--- src/cmd_frame_consts.svh ---
`ifndef CMD_FRAME_CONSTS_SVH
`define CMD_FRAME_CONSTS_SVH
`define FRAME_LEN 4'd9
`define PAYLOAD_LEN 4'd7
`define LAST_SUM_IDX 4'd7
`define STATUS_OK 8'h64
`define STATUS_BAD_SUM 8'h01
`define STATUS_BAD_CMD 8'h02
`define CLK_HZ 40000000
`define GAP_TIMEOUT_US 1000
`define GAP_TIMEOUT_CYC ((`GAP_TIMEOUT_US * (`CLK_HZ / 1000000)))
`endif

--- src/cmd_frame_pkg.sv ---
package cmd_frame_pkg;
   typedef enum logic [1:0] {
      ST_RX,
      ST_EXEC,
      ST_TX
   } state_t;
endpackage

--- src/binary_command_frame_handler.sv ---
`timescale 1ns/1ps
`include "cmd_frame_consts.svh"
module binary_command_frame_handler
   import cmd_frame_pkg::*;
#(
   parameter int GAP_TIMEOUT_CYCLES = `GAP_TIMEOUT_CYC
) (
   input wire logic MCLK_IN,
   input wire logic RESETN_IN,
   input wire logic CAN_MODE_IN,
   input wire logic [7:0] MODULE_ADDR_IN,
   input wire logic [7:0] REPLY_ADDR_IN,
   input wire logic [7:0] RX_DATA_IN,
   input wire logic RX_VALID_IN,
   output logic [7:0] TX_DATA_OUT,
   output logic TX_VALID_OUT,
   input wire logic TX_READY_IN,
   output logic TX_ENABLE_OUT,
   output logic CMD_VALID_OUT,
   output logic [7:0] CMD_NUM_OUT,
   output logic [7:0] CMD_TYPE_OUT,
   output logic [7:0] CMD_BANK_OUT,
   output logic [31:0] CMD_VALUE_OUT,
   input wire logic EXEC_DONE_IN,
   input wire logic EXEC_INVALID_IN,
   input wire logic [31:0] EXEC_VALUE_IN
);
   state_t state_reg, state_next;
   logic [3:0] idx_reg, idx_next;
   logic [7:0] sum_reg, sum_next;
   logic [7:0] buf_reg [0:8];
   logic [7:0] buf_next [0:8];
   logic [31:0] gap_reg, gap_next;
   logic cmd_valid_reg, cmd_valid_next;
   logic tx_valid_reg, tx_valid_next;
   logic [7:0] tx_data_reg, tx_data_next;
   logic [7:0] stat_reg, stat_next;
   logic [3:0] first_idx, last_idx, tx_first_idx, rx_idx;

   // reply byte i in byte-link layout; CAN uses only the payload part
   function automatic logic [7:0] reply_byte(input logic [3:0] i, input logic [7:0] st, input logic [7:0] cmd,
                                             input logic [31:0] v, input logic [7:0] cs);
      case (i)
         4'd0: reply_byte = REPLY_ADDR_IN;
         4'd1: reply_byte = MODULE_ADDR_IN;
         4'd2: reply_byte = st;
         4'd3: reply_byte = cmd;
         4'd4: reply_byte = v[31:24];
         4'd5: reply_byte = v[23:16];
         4'd6: reply_byte = v[15:8];
         4'd7: reply_byte = v[7:0];
         default: reply_byte = cs;
      endcase
   endfunction

   // value field occupies slots 4..7, high byte first
   function automatic logic [31:0] value_field(input logic [7:0] b [0:8]);
      value_field = {b[4], b[5], b[6], b[7]};
   endfunction

   // byte-link frames use positions 0..8, CAN frames 1..7
   always_comb begin
      first_idx = CAN_MODE_IN ? 4'd1 : 4'd0;
      last_idx = CAN_MODE_IN ? `LAST_SUM_IDX : (`FRAME_LEN - 4'd1);
      // CAN replies drop both address slots and the checksum
      tx_first_idx = CAN_MODE_IN ? 4'd2 : 4'd0;
      // after reset the index may sit below a CAN frame's first slot
      rx_idx = (idx_reg < first_idx) ? first_idx : idx_reg;
   end

   logic [31:0] rx_value;
   always_comb begin
      rx_value = value_field(buf_reg);
   end

   // status kept apart so the type slot survives for the executor
   always_comb begin
      stat_next = stat_reg;
      if (state_reg == ST_RX && RX_VALID_IN && rx_idx == last_idx) begin
         // a checksum failure is final; the executor is never asked
         if (!CAN_MODE_IN && RX_DATA_IN != sum_reg) begin
            stat_next = `STATUS_BAD_SUM;
         end else begin
            stat_next = `STATUS_OK;
         end
      end else if (state_reg == ST_EXEC && stat_reg == `STATUS_OK && EXEC_DONE_IN) begin
         stat_next = EXEC_INVALID_IN ? `STATUS_BAD_CMD : `STATUS_OK;
      end
   end

   always_ff @(posedge MCLK_IN or negedge RESETN_IN) begin
      if (!RESETN_IN) begin
         stat_reg <= 8'h00;
      end else begin
         stat_reg <= stat_next;
      end
   end

   always_comb begin
      state_next = state_reg;
      idx_next = idx_reg;
      sum_next = sum_reg;
      gap_next = gap_reg;
      cmd_valid_next = 1'b0;
      tx_valid_next = tx_valid_reg;
      tx_data_next = tx_data_reg;
      for (int k = 0; k < 9; k++) begin
         buf_next[k] = buf_reg[k];
      end
      case (state_reg)
         ST_RX: begin
            if (RX_VALID_IN) begin
               gap_next = 32'h0;
               buf_next[rx_idx] = RX_DATA_IN;
               if (rx_idx == last_idx) begin
                  idx_next = first_idx;
                  sum_next = 8'h00;
                  state_next = ST_EXEC;
                  // only a frame that passes the check reaches the executor
                  if (CAN_MODE_IN || RX_DATA_IN == sum_reg) begin
                     cmd_valid_next = 1'b1;
                  end
               end else begin
                  idx_next = rx_idx + 4'd1;
                  sum_next = sum_reg + RX_DATA_IN;
               end
            end else if (idx_reg > first_idx) begin
               if (gap_reg >= GAP_TIMEOUT_CYCLES - 1) begin
                  idx_next = first_idx;
                  sum_next = 8'h00;
                  gap_next = 32'h0;
               end else begin
                  gap_next = gap_reg + 32'h1;
               end
            end else begin
               idx_next = first_idx;
            end
         end
         ST_EXEC: begin
            // a checksum failure answers without waiting on the executor
            if (stat_reg != `STATUS_OK || EXEC_DONE_IN) begin
               if (stat_reg == `STATUS_OK) begin
                  buf_next[4] = EXEC_VALUE_IN[31:24];
                  buf_next[5] = EXEC_VALUE_IN[23:16];
                  buf_next[6] = EXEC_VALUE_IN[15:8];
                  buf_next[7] = EXEC_VALUE_IN[7:0];
               end
               idx_next = tx_first_idx;
               sum_next = 8'h00;
               state_next = ST_TX;
            end
         end
         ST_TX: begin
            if (!tx_valid_reg || TX_READY_IN) begin
               if (tx_valid_reg && idx_reg == last_idx + 4'd1) begin
                  tx_valid_next = 1'b0;
                  idx_next = first_idx;
                  sum_next = 8'h00;
                  state_next = ST_RX;
               end else if (idx_reg <= last_idx) begin
                  // the checksum slot sees the sum of the bytes already loaded
                  tx_data_next = reply_byte(idx_reg, stat_reg, buf_reg[1], value_field(buf_reg), sum_reg);
                  sum_next = sum_reg + tx_data_next;
                  tx_valid_next = 1'b1;
                  idx_next = idx_reg + 4'd1;
               end
            end
         end
         default: begin
            state_next = ST_RX;
         end
      endcase
   end

   always_ff @(posedge MCLK_IN or negedge RESETN_IN) begin
      if (!RESETN_IN) begin
         state_reg <= ST_RX;
         idx_reg <= 4'd0;
         sum_reg <= 8'h00;
         gap_reg <= 32'h0;
         cmd_valid_reg <= 1'b0;
         tx_valid_reg <= 1'b0;
         tx_data_reg <= 8'h00;
         for (int k = 0; k < 9; k++) begin
            buf_reg[k] <= 8'h00;
         end
      end else begin
         state_reg <= state_next;
         idx_reg <= idx_next;
         sum_reg <= sum_next;
         gap_reg <= gap_next;
         cmd_valid_reg <= cmd_valid_next;
         tx_valid_reg <= tx_valid_next;
         tx_data_reg <= tx_data_next;
         for (int k = 0; k < 9; k++) begin
            buf_reg[k] <= buf_next[k];
         end
      end
   end

   // reset index follows mode only in idle receive; mode must be static otherwise
   assign CMD_VALID_OUT = cmd_valid_reg;
   assign CMD_NUM_OUT = buf_reg[1];
   assign CMD_TYPE_OUT = buf_reg[2];
   assign CMD_BANK_OUT = buf_reg[3];
   assign CMD_VALUE_OUT = rx_value;
   assign TX_DATA_OUT = tx_data_reg;
   assign TX_VALID_OUT = tx_valid_reg;
   assign TX_ENABLE_OUT = (state_reg == ST_TX);
endmodule

--- config.mk ---
export PLATFORM = sky130hd
export DESIGN_NAME = binary_command_frame_handler
export DESIGN_NICKNAME = d
export VERILOG_FILES = /design/src/cmd_frame_pkg.sv /design/src/binary_command_frame_handler.sv
export VERILOG_INCLUDE_DIRS = /design/src
export SDC_FILE = /design/constraint.sdc
export NUM_CORES = 1
export LEC_CHECK = 0
export ABC_AREA = 1
export BUFFER_PORTS_ARGS = -buffer_cell sky130_fd_sc_hd__buf_4
export CORE_ASPECT_RATIO = 0.75
export CORE_MARGIN = 5
export CORE_UTILIZATION = 53
export CTS_CLUSTER_SIZE = 30
export DETAILED_ROUTE_END_ITERATION = 7
export PLACE_DENSITY = 0.85
export SYNTH_ARGS = -nofsm -noshare
export SYNTH_HDL_FRONTEND = slang
export SYNTH_SLANG_ARGS = --single-unit
--- constraint.sdc ---
create_clock -name MCLK_IN -period 3.9 [get_ports MCLK_IN]
set_clock_uncertainty 0.05 [all_clocks]
set_input_delay 0 -clock MCLK_IN [delete_from_list [all_inputs] [get_ports MCLK_IN]]
set_output_delay 0 -clock MCLK_IN [all_outputs]
set_load 0.01 [all_outputs]
## After elaboration in Yosys (flattened, before gate mapping)

Index checks and enable logic that the tools add are counted.

| storage, ports and cells | value |
|---|---|
| word-level logic and storage cells | 136 |
| bits in latches | 0 |
| memories kept | 0 |
| bits of input ports | 63 |
| register bits | 136 |
| output and inout bits | 67 |
| bits in read-only memories | 0 |
| memory bits (writable) | 0 |

| cells by class | value |
|---|---|
| equality and inequality tests | 25 |
| shifts and indexed selects | 0 |
| reduce and logical (&&, ||, !) cells | 27 |
| order comparisons | 6 |
| add/subtract/negate cells | 6 |
| bitwise operators | 2 |
| muxes and demuxes | 53 |
| div/mod/pow operators | 0 |
| multiply operators | 0 |

Operator list:

| kind | count |
|---|---|
| two-way mux 32 bit | 5 |
| two-way mux 8 bit | 15 |
| bitwise mux 72 bit | 1 |
| case mux 32 bit (2 select lines) | 1 |
| case mux 8 bit (8 select lines) | 1 |
| two-way mux 4 bit | 10 |
| two-way mux 40 bit | 1 |
| adder 32 x 1 -> 32 bit (second input constant) | 1 |
| demux 8 bit (select 4 bit) | 1 |
| >= comparator 32 x 16 -> 1 bit (second input constant) | 1 |
| case mux 8 bit (3 select lines) | 1 |
| adder 8 bit | 2 |
| == test 4 x 3 -> 1 bit (second input constant) | 4 |
| two-way mux 7 bit | 2 |
| adder 4 x 1 -> 4 bit (second input constant) | 3 |
| two-way mux 2 bit | 6 |
| case mux 4 bit (3 select lines) | 1 |
| != test 2 x 1 -> 1 bit (second input constant) | 5 |
| AND reduction 5 bit | 2 |
| == test 4 x 2 -> 1 bit (second input constant) | 2 |
| == test 4 bit | 2 |
| == test 8 x 7 -> 1 bit (second input constant) | 1 |
| == test 8 bit | 1 |
| != test 8 x 7 -> 1 bit (second input constant) | 1 |
| other kinds (28) | 49 |

## Logic depth before layout (Yosys ltp)

| depth | value |
|---|---|
| depth in word-level cells | 12 |
| depth in mapped cells | 21 |
| depth with buffers taken out | 20 |

## Worst setup path before layout

No wires, ideal clock.

| timing | value |
|---|---|
| path kind | register to register |
| start | reg idx_reg[0] |
| end | reg sum_reg[4] |
| cell stages (with the launch flop) | 20 |
| required time | 3767 ps |
| buffers on the path | 1 |
| slack | 1082 ps |
| arrival | 2686 ps |
| library setup time | 83 ps |
| cell sequence | dfrtp_1 inv_1 ha_1 nand3_1 nand2_1 nor2_1 nand2_1 buf_4 nand3_1 nand2_1 inv_1 ha_1 fa_1 a31oi_1 nor2_1 nor2_1 nand2_1 o21ai_0 nand2_1 o21ai_0 |

| on the way | value |
|---|---|
| cells in the longest elaborated chain, start to end | 11 |
| elaborated cells on any way between the ends | 30 |
| classes of those cells | add/sub (1); order compare (3); eq/ne (11); mux (12); reduce/logical (3) |

Ends and longest elaborated chain:

| item | line | text |
|---|---|---|
| start: declaration | binary_command_frame_handler.sv:29 | `logic [3:0] idx_reg, idx_next;` |
| start signal: assignment | binary_command_frame_handler.sv:189 | `idx_reg <= idx_next;` |
| == test 4 x 3 -> 1 bit (tied with other cells) | binary_command_frame_handler.sv:43 | `case (i)` |
| case mux 8 bit (8 select lines) | binary_command_frame_handler.sv:43 |  |
| two-way mux 8 bit | binary_command_frame_handler.sv:160 | `end else if (idx_reg <= last_idx) begin` |
| two-way mux 8 bit | binary_command_frame_handler.sv:155 | `if (tx_valid_reg && idx_reg == last_idx + 4'd1) begin` |
| two-way mux 8 bit | binary_command_frame_handler.sv:154 | `if (!tx_valid_reg \|\| TX_READY_IN) begin` |
| two-way mux 8 bit | binary_command_frame_handler.sv:110 | `case (state_reg)` |
| adder 8 bit | binary_command_frame_handler.sv:163 | `sum_next = sum_reg + tx_data_next;` |
| two-way mux 8 bit | binary_command_frame_handler.sv:160 |  |
| two-way mux 8 bit | binary_command_frame_handler.sv:155 |  |
| two-way mux 8 bit | binary_command_frame_handler.sv:154 |  |
| case mux 8 bit (3 select lines) | binary_command_frame_handler.sv:110 |  |
| end signal: assignment | binary_command_frame_handler.sv:190 | `sum_reg <= sum_next;` |
| end: declaration | binary_command_frame_handler.sv:30 | `logic [7:0] sum_reg, sum_next;` |

Parallel ways exist; a longest one is shown, timed or not. The select of a mux whose other input is x is not followed.
A chain may end at the register's enable or synchronous reset.

## Final worst setup path

Same ends and word-level chain as after synthesis.

==> results.py <==
metrics = {
    "outcome": {
        "outcome": "finished, final reports clean",
    },
    "grt": {
        "track_usage_pct": 30.0,
        "grt_max_degree": 55,
        "grt_pass1_vias": 6830,
        "overflow": 0,
        "antenna_found_initial": 0,
        "grt_first_pass_wirelength_um": 35900,
    },
    "yosys": {
        "synth_compound_area_share_pct": 15.1,
        "synth_edf_count": 0,
        "synth.most_common_cell": "nand2_1",
        "synth_xor_area_share_pct": 2.17,
        "ys_warn_count": 0,
        "synth_top_family_by_area": "simple AND/OR/NAND/NOR gates",
        "netlist_top_cells_count": "nand2_1 (234), inv_1 (118), dfrtp_1 (115)",
        "synth-async-reset-ratio_pct": 100,
        "synth-adder-area-share_pct": 6.41,
        "synthFlopType": "dfrtp_1",
        "muxShareOfSynthArea_pct": 0,
        "post-synth-top-area-cell": "dfrtp_1",
        "netlist.area_leader.share_pct": 41.9,
        "ys_seq_area_share_pct": 41.9,
        "ys_types": 37,
        "synthCells": 933,
        "synth_area_um2": 6870,
        "synth_area_leaders": "dfrtp_1 (42%), nand2_1 (13%), o21ai_0 (7.2%)",
        "yosys.area_share.simple_pct": 25.5,
        "postSynthAreaPerCell_um2": 7.36,
        "ys_seq_elements": 115,
        "syn-num-nets": 1030,
    },
    "critical_path": {
        "required_ps": 4180,
        "critical_path_class": "reg -> reg",
        "cp_common_cell": "nand2_1",
        "cp-start-kind": "register",
        "path_cells": "inv_1, ha_1, nand3_1, nand2_1, nor2_1, nand2_1, nand3_1, nand2_1, inv_1, ha_1, fa_1, a31oi_1, nor2_1, nor2_1, nand2_1, o21ai_0, nand2_1, o21ai_0",
        "crit-reg2reg-launch": "idx_reg[0]",
        "path_depth": 18,
        "crit_path_start": "idx_reg[0]",
        "crit_path_end_kind": "register",
        "cp.arrival_ps": 3790,
        "crit_buf_inv": 2,
        "reg2reg_to": "sum_reg[4]",
        "path_delay_family": "simple AND/OR/NAND/NOR gates",
        "path_max_fanout": 14,
        "slowest_delay_ps": 430,
        "slowest_stage": "fa_1",
        "regToRegSetupSlack_ps": 390,
        "worstRegToRegCells": 18,
    },
    "routing": {
        "drt-total-wl_um": 22500,
        "first_pass_iters": 6,
        "route.vias.total": 7190,
        "drc": 0,
        "avgRoutedWirePerCell_um": 17.5,
        "postRouteAntennaNets": 0,
        "drt_iter0_drc": 777,
        "viasPerCell": 5.59,
    },
    "timing": {
        "fin_crit_sh_pct": 90.1,
        "rsz0062_at_grt": "no",
        "period_needed_ps": 3510,
        "fin_setup_tns_ps": 0,
        "setup_violations": 0,
        "fmax_mhz": 285,
        "tightest_slew_ps": 928,
        "slew_viol_final": 0,
        "hold_violations": 0,
        "slew_headroom_pct": 37.9,
    },
    "cts": {
        "cts_buffer_depth": 2,
        "cts.htree.levels": 4,
        "cts_root_buffer": "clkbuf_16",
        "cts_buffers": 17,
        "post_cts.repair.setup_buffers": 0,
        "insertion_delay_ps": 410,
        "tritoncts": "yes",
        "clkSlewWorstSetupHoldPaths_ps": 50,
        "cts_sinks": 115,
    },
    "placement": {
        "dp.cells": 1211,
        "portBuffers": 129,
        "dp_hpwl_um": 16300,
        "gp_congestion": 0.983,
    },
    "pwr": {
        "clkPwrFrac_pct": 19.8,
        "p_sw_uw": 3390,
        "combPwrFrac_pct": 52.6,
        "leakagePower_uw": 0.00452,
        "p_per_area_nw_per_um2": 820,
        "peakVddDrop_v": 0.000470,
        "intPower_uw": 3950,
        "sw_frac_of_total_pct": 46.2,
        "seqPwrFrac_pct": 27.6,
    },
    "layout": {
        "finalCoreUtilization_pct": 69.7,
        "fin_nets": 1202,
        "num_antenna_cells": 0,
        "fin_cells": 1287,
        "syn_to_final_growth_pct": 30.3,
        "drive_gt1_share_pct": 16.5,
    },
    "floorplanning": {
        "start_util_pct": 53.5,
        "die_w_um": 141,
        "rows": 36,
        "die_y_um": 109,
        "io_pins": 130,
        "core_um2": 12800,
        "die_area_um2": 15400,
    },
    "min_path": {
        "holdPathStages": 4,
        "min_from": "RX_VALID_IN",
        "whs_endpoint": "gap_reg[1]",
        "min_path_type": "in -> reg",
    },
    "run": {
        "drv_cap": 0,
    },
}
## cells by family after synthesis
family / Yosys count
flip-flops: 115
XOR/XNOR: 17
AO/OA/AOI/OAI: 189
adder cells (fa/ha/maj): 34
buffers and inverters: 151
AND/OR/NAND/NOR: 427
## power groups by stage
stage | combinational (uW) | clock [uW] | sequential, uW
2_1_floorplan | 2370 | 0 | 2020
5_1_grt | 4290 | 1520 | 2060
3_5_place_dp | 3690 | 0 | 2000
4_1_cts | 3780 | 1450 | 2000
6_report | 3860 | 1450 | 2030
3_3_place_gp | 3630 | 0 | 2000
## per-stage QoR
step | hold slack (ps) | setup slack (ps) | instance area [um2] | total power [uW]
after floorplan | -346 | 1080 | 6870 | 4390
after CTS | 8.96 | 419 | 8940 | 7230
after global routing | 47.9 | 66.3 | 8950 | 7870
after global placement | 33.1 | 572 | 7940 | 5630
final | 17.3 | 386 | 8950 | 7340
after detailed placement | 36.9 | 491 | 7940 | 5690
## how the worst max path moves through the flow
stage / end / slack [ps]
3_5_place_dp: sum_reg[4] / 490
5_1_grt: sum_reg[4] / 70
3_3_place_gp: sum_reg[4] / 570
6_report: sum_reg[4] / 390
4_1_cts: sum_reg[4] / 420
2_1_floorplan: sum_reg[4] / 1080
## routing by layer
metal | vias to the layer above | GRT usage [%] | wire [um]
li1 | 3378 | - | -
met2 | 433 | 44.8 | 9750
met5 | - | 0 | 0
met1 | 3318 | 42.2 | 9540
met3 | 61 | 8.36 | 2580
met4 | 0 | 10.2 | 657
## final cells by class
class | instances | area [um2]
flip-flops and latches | 115 | 2880
multi-input cells | 667 | 3380
clock inverters | 10 | 86.3
repair buffers | 179 | 1460
inverters | 125 | 469
clock buffers | 20 | 457
well taps | 171 | 214
fillers | 994 | 3890
## worst min-delay path: stages
cell and delay, ps:
buf_4 190, o21ai_4 120, nand2_1 60, o21ai_0 60
## cells in the final DEF (no fill, tap or decap), types with 5 or more instances in the layout
cell type,netlist,final
o21ai_1,13,13
o21ai_0,99,99
nor3_1,8,8
nand3_1,50,50
xor2_1,9,9
xnor2_1,8,8
inv_2,7,7
clkbuf_16,0,17
nand4_1,17,17
dfrtp_1,115,115
nor2_1,109,109
o22ai_1,12,12
a21oi_1,41,41
inv_1,118,118
nand2_1,234,234
dlygate4sd3_1,0,46
buf_4,4,133
clkinv_2,0,5
ha_1,32,31
## timing repair
action | 4_1_cts | 5_1_grt
resized for setup | 0 | 1
hold endpoints to repair | 113 | 0
endpoints found under the setup margin | 0 | 2
hold buffers | 46 | 0
Note: power is estimated with default switching activity, not from simulation.
